**src/latch_loader_pkg.sv**
```systemverilog
// Shared constants for the three-wire latch loader link.
// Assumes both ends run on ref_clk at 25 MHz.
`default_nettype none
package latch_loader_pkg;
  localparam int WORD_BITS = 24;
  localparam int BYTE_BITS = 8;
  localparam int BYTES_PER_WORD = 3;
  localparam int SEL_LSB = 0;
  localparam logic [1:0] SEL_CONTROL = 2'h0;
  localparam logic [1:0] SEL_REF_COUNTER = 2'h1;
  localparam logic [1:0] SEL_N_COUNTER = 2'h2;
  localparam logic [1:0] SEL_TEST = 2'h3;
  localparam int CLK_HZ = 25_000_000;
  localparam int SCLK_MAX_HZ = 20_000_000;
  // Half period of the link clock in ref_clk cycles; never faster than SCLK_MAX_HZ
  localparam int SCLK_HALF_MIN = (CLK_HZ + 2 * SCLK_MAX_HZ - 1) / (2 * SCLK_MAX_HZ);
  localparam int SCLK_HALF = (SCLK_HALF_MIN < 4) ? 4 : SCLK_HALF_MIN;
  localparam logic [3:0] DIV_LAST = 4'(SCLK_HALF - 1);
  localparam logic [4:0] BIT_LAST = 5'(WORD_BITS - 1);
  localparam logic [23:0] WORD_RESET = 24'h0000_00;
  // Idle levels of the link pins that carry edges
  localparam logic SCLK_IDLE = 1'b0;
  localparam logic STROBE_IDLE = 1'b1;
endpackage : latch_loader_pkg
`default_nettype wire

```
**src/latch_link_if.sv**
```systemverilog
// Three-wire link between host and latch loader device, plus status pin.
// Assumes the bench drives no extra wires.
`default_nettype none
interface latch_link_if;
  timeunit 1ns;
  timeprecision 1ns;
  logic serial_clk;
  logic serial_data;
  logic latch_load_strobe;
  logic status_mux_output;
  modport host (output serial_clk, output serial_data, output latch_load_strobe,
    input status_mux_output);
  modport device (input serial_clk, input serial_data, input latch_load_strobe,
    output status_mux_output);
endinterface : latch_link_if
`default_nettype wire

```
**src/latch_loader_device.sv**
```systemverilog
// Device end: shifts serial words and loads them into addressed latches.
// Assumes link pins are asynchronous to ref_clk; they are synchronised here.
// What this block does
// - Shift data on each serial clock rise
// - Strobe rise loads 24 bits into latch
// - Host keeps serial clock at most 20 MHz
// - Write only; no readback of latches
// - Host drops strobe before shifting word
// - Host sends three bytes per word
// - Host raises strobe after third byte
// - Host keeps data stable on rising edge
// - Status pin shows lock when configured
// - Select bits 01 pick reference counter
`default_nettype none
module latch_loader_device (
  // Clock and reset
  input wire logic ref_clk,
  input wire logic arst_n,
  // Link
  latch_link_if.device link,
  // User side
  input wire logic lock_detect,
  input wire logic status_sel_lock,
  output logic [23:0] control_latch,
  output logic [23:0] ref_counter_latch,
  output logic [23:0] n_counter_latch,
  output logic [23:0] test_latch,
  output logic load_pulse
);
  timeunit 1ns;
  timeprecision 1ns;

  // Frame tracking, one-hot
  typedef enum logic [2:0] {
    ST_WAIT = 3'h1,
    ST_FRAME = 3'h2,
    ST_LOAD = 3'h4
  } frame_state_t;
  frame_state_t frame_state;

  // Synchronisers
  logic [2:0] clk_sync;
  logic [1:0] le_sync;
  logic [1:0] dat_sync;
  logic [1:0] lock_sync;
  logic [1:0] sel_lock_sync;

  // Shift and load path
  logic clk_rise;
  logic load_now;
  logic [23:0] shift;
  logic [1:0] sel;
  logic lock_q;

  // True when the word's select bits name this latch
  function automatic logic sel_hit(input logic [1:0] sel_bits, input logic [1:0] code);
    return sel_bits == code;
  endfunction : sel_hit

  // Link clock; the third stage only marks edges
  always_ff @(posedge ref_clk or negedge arst_n) begin
    if (!arst_n) begin
      clk_sync <= {3{latch_loader_pkg::SCLK_IDLE}};
    end else begin
      clk_sync <= {clk_sync[1:0], link.serial_clk};
    end
  end

  // Strobe idles high; resetting there avoids a false rise
  always_ff @(posedge ref_clk or negedge arst_n) begin
    if (!arst_n) begin
      le_sync <= {2{latch_loader_pkg::STROBE_IDLE}};
    end else begin
      le_sync <= {le_sync[0], link.latch_load_strobe};
    end
  end

  // Serial data, aligned with the clock synchroniser
  always_ff @(posedge ref_clk or negedge arst_n) begin
    if (!arst_n) begin
      dat_sync <= 2'h0;
    end else begin
      dat_sync <= {dat_sync[0], link.serial_data};
    end
  end

  // Lock level from the loop, asynchronous here
  always_ff @(posedge ref_clk or negedge arst_n) begin
    if (!arst_n) begin
      lock_sync <= 2'h0;
    end else begin
      lock_sync <= {lock_sync[0], lock_detect};
    end
  end

  // Status select level
  always_ff @(posedge ref_clk or negedge arst_n) begin
    if (!arst_n) begin
      sel_lock_sync <= 2'h0;
    end else begin
      sel_lock_sync <= {sel_lock_sync[0], status_sel_lock};
    end
  end

  assign clk_rise = clk_sync[1] && !clk_sync[2];

  // Sample on rise; oldest bits fall off
  always_ff @(posedge ref_clk or negedge arst_n) begin
    if (!arst_n) begin
      shift <= latch_loader_pkg::WORD_RESET;
    end else if (clk_rise) begin
      shift <= {shift[22:0], dat_sync[1]};
    end
  end

  assign sel = shift[latch_loader_pkg::SEL_LSB +: 2];

  // Frame opens low, closes on rise
  always_ff @(posedge ref_clk or negedge arst_n) begin
    if (!arst_n) begin
      frame_state <= ST_WAIT;
    end else begin
      case (frame_state)
        ST_WAIT: begin
          if (!le_sync[1]) begin
            frame_state <= ST_FRAME;
          end
        end
        ST_FRAME: begin
          if (le_sync[1]) begin
            frame_state <= ST_LOAD;
          end
        end
        ST_LOAD: begin
          frame_state <= ST_WAIT;
        end
        default: begin
          frame_state <= ST_WAIT;
        end
      endcase
    end
  end

  assign load_now = (frame_state == ST_FRAME) && le_sync[1];

  always_ff @(posedge ref_clk or negedge arst_n) begin
    if (!arst_n) begin
      load_pulse <= 1'b0;
    end else begin
      load_pulse <= load_now;
    end
  end

  // Latches only written, never read back
  always_ff @(posedge ref_clk or negedge arst_n) begin
    if (!arst_n) begin
      control_latch <= latch_loader_pkg::WORD_RESET;
    end else if (load_now) begin
      if (sel_hit(sel, latch_loader_pkg::SEL_CONTROL)) begin
        control_latch <= shift;
      end
    end
  end

  always_ff @(posedge ref_clk or negedge arst_n) begin
    if (!arst_n) begin
      ref_counter_latch <= latch_loader_pkg::WORD_RESET;
    end else if (load_now) begin
      if (sel_hit(sel, latch_loader_pkg::SEL_REF_COUNTER)) begin
        ref_counter_latch <= shift;
      end
    end
  end

  always_ff @(posedge ref_clk or negedge arst_n) begin
    if (!arst_n) begin
      n_counter_latch <= latch_loader_pkg::WORD_RESET;
    end else if (load_now) begin
      if (sel_hit(sel, latch_loader_pkg::SEL_N_COUNTER)) begin
        n_counter_latch <= shift;
      end
    end
  end

  always_ff @(posedge ref_clk or negedge arst_n) begin
    if (!arst_n) begin
      test_latch <= latch_loader_pkg::WORD_RESET;
    end else if (load_now) begin
      if (sel_hit(sel, latch_loader_pkg::SEL_TEST)) begin
        test_latch <= shift;
      end
    end
  end

  // Lock on status pin when selected
  always_ff @(posedge ref_clk or negedge arst_n) begin
    if (!arst_n) begin
      lock_q <= 1'b0;
    end else begin
      lock_q <= sel_lock_sync[1] && lock_sync[1];
    end
  end
  assign link.status_mux_output = lock_q;
endmodule : latch_loader_device
`default_nettype wire

```
**src/flat_wrapper.sv**
```systemverilog
// flat-port wrapper written by rule: the top's interface ports become plain ports
module latch_loader_device_flat 
  (ref_clk, arst_n, lock_detect, status_sel_lock, control_latch, ref_counter_latch, n_counter_latch, test_latch, load_pulse, link_serial_clk, link_serial_data, link_latch_load_strobe, link_status_mux_output);
  latch_link_if link_i ();
  input wire logic ref_clk;
  input wire logic arst_n;
  input wire logic lock_detect;
  input wire logic status_sel_lock;
  output logic [23:0] control_latch;
  output logic [23:0] ref_counter_latch;
  output logic [23:0] n_counter_latch;
  output logic [23:0] test_latch;
  output logic load_pulse;
  input wire logic [$bits(link_i.serial_clk)-1:0] link_serial_clk;
  input wire logic [$bits(link_i.serial_data)-1:0] link_serial_data;
  input wire logic [$bits(link_i.latch_load_strobe)-1:0] link_latch_load_strobe;
  output wire logic [$bits(link_i.status_mux_output)-1:0] link_status_mux_output;
  assign link_i.serial_clk = link_serial_clk;
  assign link_i.serial_data = link_serial_data;
  assign link_i.latch_load_strobe = link_latch_load_strobe;
  assign link_status_mux_output = link_i.status_mux_output;
  latch_loader_device u_core (.ref_clk(ref_clk), .arst_n(arst_n), .link(link_i), .lock_detect(lock_detect), .status_sel_lock(status_sel_lock), .control_latch(control_latch), .ref_counter_latch(ref_counter_latch), .n_counter_latch(n_counter_latch), .test_latch(test_latch), .load_pulse(load_pulse));
endmodule
```
**config.mk**
```make
export PLATFORM = sky130hd
export DESIGN_NAME = latch_loader_device_flat
export DESIGN_NICKNAME = d
export VERILOG_FILES = /design/src/latch_loader_pkg.sv /design/src/latch_link_if.sv /design/src/latch_loader_device.sv /design/src/flat_wrapper.sv
export SDC_FILE = /design/constraint.sdc
export NUM_CORES = 1
export LEC_CHECK = 0
export ABC_AREA = 1
export BUFFER_PORTS_ARGS = -buffer_cell sky130_fd_sc_hd__buf_2
export CAP_MARGIN = 15
export CORE_MARGIN = 2
export CORE_UTILIZATION = 55
export DETAILED_ROUTE_END_ITERATION = 7
export PLACE_DENSITY_LB_ADDON = 0.12
export SLEW_MARGIN = 0
export SYNTH_ARGS = -nofsm -noshare
export SYNTH_HDL_FRONTEND = slang
export SYNTH_SLANG_ARGS = --single-unit
```
**constraint.sdc**
```tcl
create_clock -name ref_clk -period 1.68 [get_ports ref_clk]
set_input_delay 0.168 -clock ref_clk [delete_from_list [all_inputs] [get_ports ref_clk]]
set_output_delay 0.168 -clock ref_clk [all_outputs]
set_load 0.02 [all_outputs]
```
# Yosys cells after proc, flatten, opt, wreduce, memory -nomap -nowiden
# Cells that the tools add are included.
[classes]
n_eq_ne = 7
muxes = 3
reduce_logical = 10
[ops]
columns = ["operator", "count"]
rows = [
  ["AND reduction 2 bit", 5],
  ["two-way mux 3 bit", 2],
  ["one-hot mux 3 bit (2 select lines)", 1],
  ["equality test 2 bit (second input constant)", 2],
  ["equality test 3 x 1 -> 1 bit (second input constant)", 1],
  ["equality test 3 x 2 -> 1 bit (second input constant)", 1],
  ["logical AND 1 bit", 3],
  ["equality test 2 x 1 -> 1 bit (second input constant)", 1],
  ["zero test 2 bit", 1],
  ["!= test 2 x 1 -> 1 bit (second input constant)", 1],
  ["!= test 2 bit (second input constant)", 1],
  ["zero test 1 bit", 1],
]
[totals]
ff_bits = 136
inputBits = 7
out_inout_bits = 98
wordCells = 33

# Depth between registers and ports, before layout
[logic_depth]
word_depth = 3
mapped_depth = 7

# Least setup slack after synthesis
# OpenSTA, ideal clock, no wires.
[synth_path]
path_kind = "register -> register"
from = "register u_core.frame_state[0]"
to = "register u_core.control_latch[21]"
setup_time_ns = 0.117
arrival_ns = 1.087
required_time_ns = 1.563
slack_ns = 0.476
path_stages_with_launch = 8
path_buffers = 2
synth_period_minus_slack_ns = 1.204
cell_sequence = "dfstp_2 -> inv_2 -> nand2_2 -> nor2_8 -> buf_6 -> buf_4 -> nand4_1 -> nand2_1"
[synth_between]
elab_chain_len = 3
[synth_lines]
columns = ["element", "line_no", "source"]
rows = [
  ["start, declared", "latch_loader_device.sv:39", "frame_state_t frame_state;"],
  ["start signal, assigned", "latch_loader_device.sv:121", "frame_state <= ST_WAIT;"],
  ["start signal, assigned", "latch_loader_device.sv:126", "frame_state <= ST_FRAME;"],
  ["start signal, assigned", "latch_loader_device.sv:131", "frame_state <= ST_LOAD;"],
  ["equality test 3 x 2 -> 1 bit", "latch_loader_device.sv:144", "assign load_now = (frame_state == ST_FRAME) && le_sync[1];"],
  ["logical AND 1 bit", "latch_loader_device.sv:144", ""],
  ["AND reduction 2 bit (no line)", "-", ""],
  ["end signal, assigned", "latch_loader_device.sv:157", "control_latch <= latch_loader_pkg::WORD_RESET;"],
  ["end signal, assigned", "latch_loader_device.sv:160", "control_latch <= shift;"],
  ["end, declared", "latch_loader_device.sv:24", "output logic [23:0] control_latch,"],
]
# No other way between the ends.
# A chain may end at the register's enable or synchronous reset.

# Worst setup path in the final report
[layout_path]
from = "register u_core.le_sync[1]"
to = "register u_core.test_latch[8]"
[layout_between]
elab_chain_len = 2
[layout_lines]
columns = ["element", "line_no", "source"]
rows = [
  ["start, declared", "latch_loader_device.sv:43", "logic [1:0] le_sync;"],
  ["start signal, assigned", "latch_loader_device.sv:72", "le_sync <= {2{latch_loader_pkg::STROBE_IDLE}};"],
  ["start signal, assigned", "latch_loader_device.sv:74", "le_sync <= {le_sync[0], link.latch_load_strobe};"],
  ["logical AND 1 bit", "latch_loader_device.sv:144", ""],
  ["AND reduction 2 bit (no line)", "-", ""],
  ["end signal, assigned", "latch_loader_device.sv:187", "test_latch <= latch_loader_pkg::WORD_RESET;"],
  ["end signal, assigned", "latch_loader_device.sv:190", "test_latch <= shift;"],
  ["end, declared", "latch_loader_device.sv:27", "output logic [23:0] test_latch,"],
]
# No other way between the ends.

==> results.toml <==
[pwr]
share_comb_of_total_power = 0.177
max-vdd-ir-drop_v = 0.000805
power.density_nw_per_um2 = 1460
pwr-share-clk = 0.399
power_frac_seq = 0.424
design_power_total_uw = 9790
switching_share = 0.304
power.leakage_uw = 0.00386
switchingPower_uw = 2980
internal_power_uw = 6820

[timing]
slew_headroom = 0.699
clock-skew-final_ns = 0.00942
setup_viol = 0
setup_tns_ns = 0
finalWorstPathRequiredPeriod_ns = 1.51
tightest_slew_ns = 0.451
period_share = 0.896
hold_violations = 0
clock.fmax_mhz = 664
rsz0062_at_grt = "false"
slew_violations = 0

[worst_setup_path]
max_stage_delay_ns = 0.82
cp_common_cell = "nand2_1"
worst-endpoint-required_ns = 2.08
start_kind = "flop"
worstPathCellList = "nand3_4, nand2_1, nand2_1"
worstReg2RegEnd = "u_core.test_latch[8]$_DFFE_PN0P_"
cp.arrival_ns = 1.91
slowest_stage = "dfstp_4"
reg2reg_slack_ns = 0.17
r2r_cells = 3
critPathKind = "reg2reg"
r2r_start = "u_core.le_sync[1]$_DFF_PN1_"
crit_buf_inv = 0
cp_max_fo = 24
crit_family = "flip-flops"
worstSetupEndpointType = "flop"
cp.depth = 3

[placed_design]
numPortBuffers = 104
routabilityCongestion = 0.831
dp_hpwl_mm = 8.23

[clock_network]
h-tree-depth = 4
clock_sinks = 136
post_cts_buffers = 0
insertion_delay_ns = 0.53
cts-buffers-inserted = 17
clockRootBuffer = "clkbuf_8"
cts_tree = "built"
clkTransAtPathRegs_ns = 0.06
cts_hold_buf = 6
cts_resized = 0
clk_path_buf_depth = 2

[die]
boundaryPins = 105
core-area_um2 = 9680
dieWidth_um = 103
die_h_um = 103
dieArea_um2 = 10700
start_util = 0.561
rows = 36

[detailed_routing]
drtAntennaViolNets = 0
routedWlPerCell_um = 16.3
viasPerCell = 5.45
drt_pass1_iterations = 5
drc_errors = 0
drt_first_iter_violations = 235
finalWirelength_mm = 13.0
num_vias = 4347

[global_routing]
antenna_found_initial = 0
track_usage = 0.256
grt_max_degree = 57
grt_pass1_wl_mm = 20.4
overflow = 0
grt_pass1_vias = 4054

[logic_synthesis]
synth_ff_type = "dfrtp_1"
synth_most_common_cell = "nand2_1"
synthArstFlopShare = 1.00
yosysTopAreaCell = "dfrtp_1"
synth_edf_count = 0
synth_seq_cells = 136
syn_area_um2 = 5430
synthTopCellsByArea = "dfrtp_1 (61%), nand2_1 (16%), nand4_1 (10%)"
yosysTopAreaCellShare = 0.613
seq_area_frac_synth = 0.627
syn_area_per_cell_um2 = 9.88
postSynthNetCount = 557
yosys_warnings = 0
synthTopCellsByCount = "nand2_1 (227), dfrtp_1 (133), nand4_1 (88)"
synthCells = 550
yosysUniqueCellTypes = 24

[cells_and_area]
nets = 658
antenna_cells = 0
multi_input_area_um2 = 1680
synthToLayoutAreaGrowth_pct = 23.4
layout.area.seq_um2 = 3410
finish.utilization = 0.692
n_fill_cell = 762
drive_gt1_frac = 0.253

[run]
drv_cap = 0

[hold_path]
hold_class = "in2async"

[outcome]
outcome = "completed"
-- area by class of cell --
type / count / area share
Clock buffer: 19 / 0.0629
Clock inverter: 13 / 0.0304
Inverter: 16 / 0.00896
Multi-Input combinational cell: 355 / 0.250
Sequential cell: 136 / 0.509
Tap cell: 133 / 0.0248
Timing Repair Buffer: 125 / 0.114
-- worst max path at each step --
| stage | slack [ns] | end | from |
|---|---|---|---|
| floorplan | 0.48 | u_core.control_latch[21]$_DFFE_PN0P_ | u_core.frame_state[0]$_DFFE_PN1P_ |
| global placement | 0.23 | u_core.n_counter_latch[0]$_DFFE_PN0P_ | u_core.le_sync[1]$_DFF_PN1_ |
| detailed placement | 0.20 | u_core.test_latch[3]$_DFFE_PN0P_ | u_core.le_sync[1]$_DFF_PN1_ |
| CTS | 0.15 | u_core.test_latch[8]$_DFFE_PN0P_ | u_core.le_sync[1]$_DFF_PN1_ |
| global route | 0.08 | u_core.test_latch[8]$_DFFE_PN0P_ | u_core.le_sync[1]$_DFF_PN1_ |
| finish | 0.17 | u_core.test_latch[8]$_DFFE_PN0P_ | u_core.le_sync[1]$_DFF_PN1_ |
-- stage by stage --
step	instance area [µm²]	setup slack [ns]	std cells	hold WS (ns)
floorplan	5430	0.476	550	-0.128
detailed placement	6020	0.202	759	-0.0208
global route	6700	0.0844	797	0.00889
finish	6700	0.175	797	0.0213
global placement	6020	0.228	759	-0.0189
CTS	6700	0.151	797	0.00947
-- flip-flops by register name (all words and copies together), names as in the netlist --
register                       flops
u_core.clk_sync                    3
u_core.control_latch              24
u_core.dat_sync                    2
u_core.frame_state                 3
u_core.le_sync                     2
u_core.link.status_mux_output      1
u_core.load_pulse                  1
u_core.lock_sync                   2
u_core.n_counter_latch            24
u_core.ref_counter_latch          24
u_core.sel_lock_sync               2
u_core.shift                      24
u_core.test_latch                 24
-- power by group through the flow --
stage          Clock [µW]  Sequential, µW  Combinational, µW
4_1_cts              3950            4140               1750
6_report             3910            4150               1730
3_3_place_gp            0            4170               1680
2_1_floorplan           0            4490                769
5_1_grt              4090            4190               1930
3_5_place_dp            0            4190               1730
-- kinds of logic (layout without fill, tap and decap cells) --
family          count (synthesis)  count (layout)  share of synthesized area
compound gates                  7               7                    0.00691
simple gates                  348             348                      0.302
buf+inv                        59             173                     0.0638
flops                         136             136                      0.627
-- layout by cell type, fill, tap and decap left out, types with 2 or more instances in the layout --
| master | instances |
|---|---|
| clkbuf_1 | 2 |
| buf_2 | 103 |
| a21oi_1 | 3 |
| dfrtp_1 | 133 |
| buf_12 | 5 |
| clkinv_2 | 3 |
| nor2_1 | 2 |
| nand4_1 | 88 |
| nand2_1 | 227 |
| buf_4 | 10 |
| and2_1 | 2 |
| inv_1 | 9 |
| dlygate4sd3_1 | 6 |
| nand3_4 | 3 |
| o21ai_0 | 3 |
| clkinvlp_4 | 4 |
| inv_2 | 7 |
| nor2_4 | 2 |
| clkbuf_16 | 16 |
| nand3_1 | 19 |
| dfstp_2 | 2 |
| bufinv_16 | 5 |
-- per-layer routing --
layer	wire, µm	track usage
met1	5490	0.335
met2	6630	0.413
met3	582	0.0571
met4	276	0.109
met5	0	0
No activity file was read; power rests on OpenSTA's default activity.
